--- src/core/serial_send_regs.vh ---
// Purpose: Register map, field positions and timing counts of the serial send mailbox
// Assumes: 32-bit Avalon-MM, byte addresses, 20 MHz clock
// Notes: Definitions only
`ifndef SERIAL_SEND_REGS_VH
`define SERIAL_SEND_REGS_VH

// ==========================================================
// Register offsets (byte addresses)
`define OFS_SEND_CTRL 8'h00
`define OFS_SEND2_CTRL 8'h04
`define OFS_FORMAT 8'h08
`define OFS_BAUD_DIV 8'h0C
`define OFS_LENGTH 8'h10
`define OFS_PAYLOAD 8'h80
`define OFS_PAYLOAD_END 8'hFF

// ==========================================================
// Control byte fields
`define CTRL_BUSY_BIT 7
`define CTRL_ERR_LSB 0
`define CTRL_ERR_MSB 6
// Length error code; odd, so the failure flag in bit 0 is set with it
`define ERR_LENGTH 7'h1D

// ==========================================================
// Format register fields
`define FMT_PAR_EN_BIT 0
`define FMT_SEVEN_BIT 1
`define FMT_IFACE_EN_BIT 2
`define FMT_RESET 3'h1

// ==========================================================
// Mailbox and timing
`define MBX_DEPTH 128
`define MBX_AW 7
`define BAUD_DIV_RESET 16'h0823

`endif

--- src/core/serial_send_mailbox.v ---
// Purpose: Transmit side of an asynchronous serial port fed from a send mailbox
// Assumes: Software keeps the mailbox handshake; one clock mclk at 20 MHz
// Notes: Two interfaces share one mailbox; each has its own control byte and line
//
// Behaviour
// - Payload bytes stored from byte 0 and sent in that order.
// - Device clears bit 7 when the send is finished.
// - Device sets bit 0 when a send fails.
// - One parity bit generated per transmitted character, except in the 8-bit format without parity.
// - Formats: 7 bits even parity, 8 bits even or none.
// - Second interface works alike with its own control byte.
// - Error writes a nonzero code into control bits 0 to 6.
//
// The Avalon-MM slave port and the register offsets were chosen for this implementation.
`timescale 1ns/1ns
`default_nettype none
`include "serial_send_regs.vh"

module serial_send_mailbox (
    // Clock and reset
    input wire mclk,
    input wire arst_n,
    // Avalon-MM slave
    input wire [7:0] avs_address,
    input wire avs_read,
    input wire avs_write,
    input wire [31:0] avs_writedata,
    input wire [3:0] avs_byteenable,
    output reg [31:0] avs_readdata,
    output reg avs_waitrequest,
    // Send triggers, one-cycle pulses from the program side
    input wire send_trigger,
    input wire second_send_trigger,
    // Serial lines
    output reg txd,
    output reg second_txd
);

    // ==========================================================
    // State
    localparam [2:0] ST_IDLE = 3'b001;
    localparam [2:0] ST_SEND = 3'b010;
    localparam [2:0] ST_WAIT = 3'b100;

    reg [7:0] mbx_r [0:`MBX_DEPTH-1];
    reg [7:0] send_ctrl_r;
    reg [7:0] send2_ctrl_r;
    reg [2:0] format_r;
    reg [15:0] baud_div_r;
    reg [15:0] length_r;
    reg [2:0] state_r;
    reg chan_r;
    reg [15:0] baud_cnt_r;
    reg [3:0] bit_idx_r;
    reg [10:0] shift_r;
    reg [3:0] nbits_r;
    reg [15:0] sent_r;
    reg pend_r;
    reg pend2_r;
    reg ack_r;
    reg [31:0] rdata_nxt;

    wire acc = avs_read | avs_write;
    // Write lands only at the accepting edge, waitrequest low
    wire wr_now = avs_write & ~avs_waitrequest;
    wire in_mbx = (avs_address >= `OFS_PAYLOAD);
    wire [`MBX_AW-1:0] mbx_idx = avs_address[`MBX_AW-1:0];
    wire baud_tick = (baud_cnt_r == 16'h0000);
    wire [6:0] wr_len_lo = avs_writedata[6:0];

    // ==========================================================
    // Read data mux
    always @* begin
        rdata_nxt = 32'h0000_0000;
        if (in_mbx) begin
            rdata_nxt[7:0] = mbx_r[mbx_idx];
        end else begin
            case (avs_address)
                `OFS_SEND_CTRL: rdata_nxt[7:0] = send_ctrl_r;
                `OFS_SEND2_CTRL: rdata_nxt[7:0] = send2_ctrl_r;
                `OFS_FORMAT: rdata_nxt[2:0] = format_r;
                `OFS_BAUD_DIV: rdata_nxt[15:0] = baud_div_r;
                `OFS_LENGTH: rdata_nxt[15:0] = length_r;
                default: rdata_nxt = 32'h0000_0000;
            endcase
        end
    end

    // Bus answer: one wait cycle, then accept
    always @(posedge mclk or negedge arst_n) begin
        if (!arst_n) begin
            avs_waitrequest <= 1'b1;
            avs_readdata <= 32'h0000_0000;
        end else begin
            avs_waitrequest <= ~(acc & avs_waitrequest);
            if (avs_read & avs_waitrequest) begin
                avs_readdata <= rdata_nxt;
            end
        end
    end

    genvar gi;
    generate
        for (gi = 0; gi < `MBX_DEPTH; gi = gi + 1) begin : g_mbx
            always @(posedge mclk) begin
                if (wr_now && in_mbx && mbx_idx == gi && avs_byteenable[0]) begin
                    mbx_r[gi] <= avs_writedata[7:0];
                end
            end
        end
    endgenerate

    // ==========================================================
    // Configuration registers
    always @(posedge mclk or negedge arst_n) begin
        if (!arst_n) begin
            format_r <= `FMT_RESET;
            baud_div_r <= `BAUD_DIV_RESET;
            length_r <= 16'h0000;
        end else if (wr_now) begin
            case (avs_address)
                `OFS_FORMAT: format_r <= avs_writedata[2:0];
                `OFS_BAUD_DIV: baud_div_r <= avs_writedata[15:0];
                `OFS_LENGTH: length_r <= avs_writedata[15:0];
                default: length_r <= length_r;
            endcase
        end
    end

    // Trigger latches, taken only while the control byte shows busy
    always @(posedge mclk or negedge arst_n) begin
        if (!arst_n) begin
            pend_r <= 1'b0;
            pend2_r <= 1'b0;
        end else begin
            if (send_trigger && send_ctrl_r[`CTRL_BUSY_BIT] && format_r[`FMT_IFACE_EN_BIT]) begin
                pend_r <= 1'b1;
            end else if (ack_r && !chan_r) begin
                pend_r <= 1'b0;
            end
            if (second_send_trigger && send2_ctrl_r[`CTRL_BUSY_BIT] && format_r[`FMT_IFACE_EN_BIT]) begin
                pend2_r <= 1'b1;
            end else if (ack_r && chan_r) begin
                pend2_r <= 1'b0;
            end
        end
    end

    // ==========================================================
    // Transmit engine
    always @(posedge mclk or negedge arst_n) begin
        if (!arst_n) begin
            state_r <= ST_IDLE;
            chan_r <= 1'b0;
            baud_cnt_r <= 16'h0000;
            bit_idx_r <= 4'h0;
            shift_r <= 11'h7FF;
            nbits_r <= 4'h0;
            sent_r <= 16'h0000;
            ack_r <= 1'b0;
            txd <= 1'b1;
            second_txd <= 1'b1;
        end else begin
            ack_r <= 1'b0;
            baud_cnt_r <= baud_tick ? baud_div_r : baud_cnt_r - 16'h0001;
            case (state_r)
                ST_IDLE: begin
                    // Skip the cycle that clears the finished request, else it restarts
                    if (!ack_r && (pend_r | pend2_r)) begin
                        chan_r <= ~pend_r;
                        sent_r <= 16'h0000;
                        state_r <= ST_WAIT;
                    end
                end
                ST_WAIT: begin
                    if (sent_r == length_r || length_r > `MBX_DEPTH) begin
                        ack_r <= 1'b1;
                        state_r <= ST_IDLE;
                    end else if (baud_tick) begin
                        if (format_r[`FMT_SEVEN_BIT]) begin
                            shift_r <= {2'b11, ^mbx_r[sent_r[6:0]][6:0], mbx_r[sent_r[6:0]][6:0], 1'b0};
                            nbits_r <= 4'd10;
                        end else if (format_r[`FMT_PAR_EN_BIT]) begin
                            shift_r <= {1'b1, ^mbx_r[sent_r[6:0]], mbx_r[sent_r[6:0]], 1'b0};
                            nbits_r <= 4'd11;
                        end else begin
                            shift_r <= {2'b11, mbx_r[sent_r[6:0]], 1'b0};
                            nbits_r <= 4'd10;
                        end
                        bit_idx_r <= 4'h0;
                        state_r <= ST_SEND;
                    end
                end
                ST_SEND: begin
                    if (baud_tick) begin
                        if (bit_idx_r == nbits_r) begin
                            sent_r <= sent_r + 16'h0001;
                            state_r <= ST_WAIT;
                        end else begin
                            if (chan_r) second_txd <= shift_r[0];
                            else txd <= shift_r[0];
                            shift_r <= {1'b1, shift_r[10:1]};
                            bit_idx_r <= bit_idx_r + 4'h1;
                        end
                    end
                end
                default: state_r <= ST_IDLE;
            endcase
        end
    end

    // ==========================================================
    // Control bytes: software writes, hardware clears busy and flags errors
    always @(posedge mclk or negedge arst_n) begin
        if (!arst_n) begin
            send_ctrl_r <= 8'h00;
            send2_ctrl_r <= 8'h00;
        end else begin
            if (wr_now && avs_address == `OFS_SEND_CTRL && avs_byteenable[0]) begin
                send_ctrl_r <= avs_writedata[7:0];
            end
            if (wr_now && avs_address == `OFS_SEND2_CTRL && avs_byteenable[0]) begin
                send2_ctrl_r <= avs_writedata[7:0];
            end
            if (ack_r) begin
                if (!chan_r) begin
                    send_ctrl_r[`CTRL_BUSY_BIT] <= 1'b0;
                    if (length_r > `MBX_DEPTH) send_ctrl_r[6:0] <= `ERR_LENGTH;
                end else begin
                    send2_ctrl_r[`CTRL_BUSY_BIT] <= 1'b0;
                    if (length_r > `MBX_DEPTH) send2_ctrl_r[6:0] <= `ERR_LENGTH;
                end
            end
        end
    end

endmodule // serial_send_mailbox
`default_nettype wire

--- config.mk ---
export PLATFORM = sky130hd
export DESIGN_NAME = serial_send_mailbox
export DESIGN_NICKNAME = d
export VERILOG_FILES = /design/src/core/serial_send_mailbox.v
export VERILOG_INCLUDE_DIRS = /design/src /design/src/core
export SDC_FILE = /design/constraint.sdc
export NUM_CORES = 2
export LEC_CHECK = 0
export ABC_AREA = 1
export BUFFER_PORTS_ARGS = -buffer_cell sky130_fd_sc_hd__buf_4
export CORE_UTILIZATION = 30
export DETAILED_ROUTE_END_ITERATION = 12
export PLACE_DENSITY = 0.5
export SLEW_MARGIN = 20
export SYNTH_ARGS = -nofsm -noshare
export SYNTH_HDL_FRONTEND = slang
export SYNTH_SLANG_ARGS = --single-unit
--- constraint.sdc ---
create_clock -name mclk -period 2.2 [get_ports mclk]
set_input_delay 0.33 -clock mclk [delete_from_list [all_inputs] [get_ports mclk]]
set_output_delay 0.33 -clock mclk [all_outputs]
set_load 0.005 [all_outputs]
==> impl_summary.md <==
Logic synthesis
The proportion of synthesized flip-flops having asynchronous set or reset is 0.109. For this run, the number of Yosys warnings is 0. The flip-flop cell with the highest count after synthesis is edfxtp_1.

The post-synthesis cell count is roughly 6.0k. The number of register bits inferred by synthesis is ~1.1k. The largest total area in the synthesized netlist belongs to edfxtp_1. The sequential element share of the synthesized area is 0.598. The number of different library cells used by synthesis comes to 59. Sorting the synthesized cells by area gives the leading types as edfxtp_1 54%, nand2_1 9.0%, nor2_1 5.0%. Of the post-synthesis cell area, the dominant cell type holds 0.543. The number of flops mapped to enable cells by yosys is 1024. The post-synthesis instance area is approximately 57000 sq um. After synthesis, the mean cell area works out to roughly 9.5 sq um.

CTS
The CTS sink count is around 1.1k. The TritonCTS clock tree is done. The largest buffer count on any clock path is 3.

The number of clock buffers added by TritonCTS is ~140. At the later pin of the worst-skew pair, clock insertion delay measures a little over 0.8 ns. The number of H-tree levels is 4. The master cell of the clock root buffer is clkbuf_16. The clock transition at the registers of the reported paths is 0.07 ns.

Timing
Setup repair after global routing could not meet its margin everywhere. The achievable clock frequency is 331 MHz. Hold timing on the final database bottoms out at a slack of about 0.076 ns. Summed over all failing endpoints, the final setup total negative slack is -9.81 ns. The final count of hold timing violations is 0.

The final count of pins violating max slew is 0. At the pin with the least slew margin, the transition time is around 0.76 ns. Headroom to the max-slew limit came out at 0.491.

For the finished layout, the period the worst path requires is between 3 and 4 ns. Of the available clock period, the critical path in the final layout requires 1.37. The clock arrives with 0.0372 ns of skew.

The final setup violation count is 31. The setup slack after layout is -0.817 ns.

Worst setup path
The worst setup path is captured at a flop. The depth of the worst register-to-register path is 20. The launch point of the worst reg-to-reg path is sent_r[0]. The type of origin of the critical path is a flop.

The endpoint of the lowest-slack register-to-register path is shift_r[8]. The setup slack on the worst flop-to-flop path is -0.82 ns. The setup path with the least slack is of type reg2reg. For the worst setup path, the data required time is just under 3 ns. The critical path data arrival time is approximately 3.8 ns. Along the worst path, the maximum fanout reaches 13.

Route
The number of vias in the routed layout is between 50k and 60k. In the final routed layout, each cell accounts on average for 25.9 microns. For this block, the initial DRC count from the detailed router was 5826. After detailed routing, the number of vias per cell comes to ~5.3.

The routed design has about 250000 microns of wire. After detailed routing, the number of remaining DRC violations is 0. The remaining antenna violation count is 0. The iteration count of the initial detailed-routing pass is 6.

GRT
The first global-routing pass estimated roughly 360000 microns of wire. The initial antenna violation count came to 8. The global route total overflow is 0.

Across every metal layer, demand over resource in global routing totals 0.255. The via count of the first global-routing pass is ~50k. The maximum number of pins on one net before global-route repair is between 70 and 80.

Finish
The number of nets in the finished design is between 7k and 8k. Counting the fill cells in the layout gives around 18k. The library cells used most frequently in the layout, excluding fill and tap cells, are 1251 x nand2_1, 1044 x buf_4, 1024 x edfxtp_1, 676 x nor2_1, 436 x inv_1.

The most common library cell in the layout ignoring fill and taps is nand2_1. The combined flip-flop and latch cell area is roughly 34000 sq um. The area added between synthesis and finish is 35.5%. Summing all non-filler instances in the final layout gives an area of roughly 77000 sq um.

In the final layout, the multi-input gates occupy roughly 21000 sq um. The share of layout cells above drive strength 1 is 0.271.

Power and ir drop
Power spread over the standard cell area amounts to 689 nW/um^2. The leakage dissipation is a little over 30 nW. IR analysis of the VDD net gives a maximum drop of slightly above 0.0007 V.

Floorplan
Row generation in the floorplan step produced 159 rows. The die width is between 400 and 500 microns. The core region area is about 190000 sq um. The initial utilization of the core area, before any placement, comes to 0.302. The die area is 191000 sq um. The die is 437 microns tall. between 80 and 90 I/O pins were placed.

Place
The half-perimeter wire length after detailed placement is approximately 170000 microns. Before CTS, the worst setup slack after placement is -1.02 ns. The count of buffers added on input and output ports is 49. At the end of routability-driven placement, the weighted congestion stood at between 0.9 and 1.

The cell area after placement is between 60000 and 70000 sq um.

Run
The max-cap check violation count is 0.

Worst hold path
The worst hold path belongs to the class in2async.

Outcome
The checks that failed: negative setup slack. The flow ran to the end, but the final reports show violations.
==> layer usage <==
layer	wire, microns	global-route usage	vias up
met2	114000	0.408	2613
met5	38	0	-
met3	20900	0.0430	514
met4	11600	0.105	6
met1	103000	0.342	25208
li1	-	-	22937
==> worst max-delay path, cell delays in order (launching register included) <==
cell and delay (ns):
dfrtp_4 0.49, buf_12 0.23, clkinv_16 0.14, buf_12 0.16
bufbuf_16 0.28, o21ai_0 0.19, nand3_1 0.17, nand3_1 0.14
nand2_2 0.10, nand2_4 0.12, nand3_1 0.09, nor2_2 0.14
nor2_4 0.07, nand2_1 0.07, nand2_2 0.06, nand2_1 0.07
nand2_1 0.08, o21ai_1 0.09, nand3_1 0.09, nand2_1 0.09
nand2_1 0.05
==> metrics by stage <==
step,util,std cells,total power (W)
2_1_floorplan,-,5987,0.0269
3_3_place_gp,0.368,9295,0.0301
3_5_place_dp,0.368,9295,0.0302
4_1_cts,0.403,9616,0.0528
5_1_grt,0.409,9639,0.0543
6_report,0.409,9640,0.0529
==> cells in the mapped netlist, drive strengths merged (5+ instances only) <==
| cell | n |
|---|---|
| a21boi | 19 |
| a221oi | 5 |
| clkinv | 8 |
| nor4 | 19 |
| nand3 | 478 |
| o22ai | 54 |
| clkbuf | 166 |
| buf | 230 |
| or2 | 9 |
| nor2 | 773 |
| inv | 472 |
| dfrtp | 106 |
| nand4 | 34 |
| a31oi | 9 |
| nand2 | 1360 |
| o211ai | 37 |
| a211oi | 5 |
| a22oi | 377 |
| edfxtp | 1024 |
| dfstp | 19 |
| o31ai | 6 |
| o221ai | 58 |
| nor3 | 23 |
| o21ai | 462 |
| a21oi | 157 |
| a41oi | 6 |
| xor2 | 23 |
==> sequential cells by signal (all words and copies together), names as in the netlist <==
| name | count |
|---|---|
| pend2_r | 1 |
| second_txd | 1 |
| chan_r | 1 |
| shift_r | 10 |
| baud_cnt_r | 16 |
| length_r | 16 |
| txd | 1 |
| format_r | 3 |
| send_ctrl_r | 8 |
| avs_readdata | 16 |
| bit_idx_r | 4 |
| pend_r | 1 |
| ack_r | 1 |
| baud_div_r | 16 |
| nbits_r | 2 |
| avs_waitrequest | 1 |
| sent_r | 16 |
| send2_ctrl_r | 8 |
| state_r | 3 |
| mbx_r | 1024 |
==> worst max path at each step <==
| stage | start | endpoint | slack, ns | depth (start not counted) |
|---|---|---|---|---|
| final | sent_r[0] | shift_r[8] | -0.82 | 20 |
| after global placement | avs_address[0] | avs_readdata[5] | -1.00 | 16 |
| after global routing | sent_r[0] | shift_r[9] | -0.92 | 22 |
| after detailed placement | avs_address[0] | avs_readdata[2] | -1.02 | 14 |
| after CTS | sent_r[0] | shift_r[8] | -0.71 | 24 |
| after floorplan | avs_address[7] | mbx_r[20][0] | -0.08 | 7 |
==> where the power goes <==
group,switching (W),internal (W)
sequential,0.000177,0.0240
clock,0.00949,0.0128
combinational,0.00395,0.00249
==> cells by family (layout without fill, tap and decap cells) <==
family | after synthesis | after routing | synth area share
AND/OR/NAND/NOR | 2706 | 2706 | 0.196
AO/OA/AOI/OAI | 1211 | 1211 | 0.134
flip-flops | 1149 | 1149 | 0.598
buffers and inverters | 876 | 2033 | 0.0673
XOR/XNOR | 25 | 25 | 0.00386
adder cells (fa/ha/maj) | 4 | 4 | 0.000883
other | 1 | 17 | 0.0000662
==> layout make-up <==
| type | instances | area share |
|---|---|---|
| tap | 2495 | 0.0407 |
| inverter | 480 | 0.0244 |
| sequential | 1149 | 0.442 |
| antenna | 1 | 0.0000326 |
| clock buffer | 165 | 0.0471 |
| clock inverter | 77 | 0.00870 |
| multi-input combinational | 3962 | 0.270 |
| timing repair inverter | 3 | 0.000750 |
| timing repair buffer | 1308 | 0.167 |
==> what timing repair did <==
action | in CTS | in global routing
endpoints found under the hold margin | 165 | 0
hold buffers | 19 | 0
setup endpoints to repair | 164 | 427
setup buffers | 37 | 23
cloned | 23 | 10
resized for setup | 319 | 298
pin swaps | 112 | 130
(Power assumes the default switching activity.)
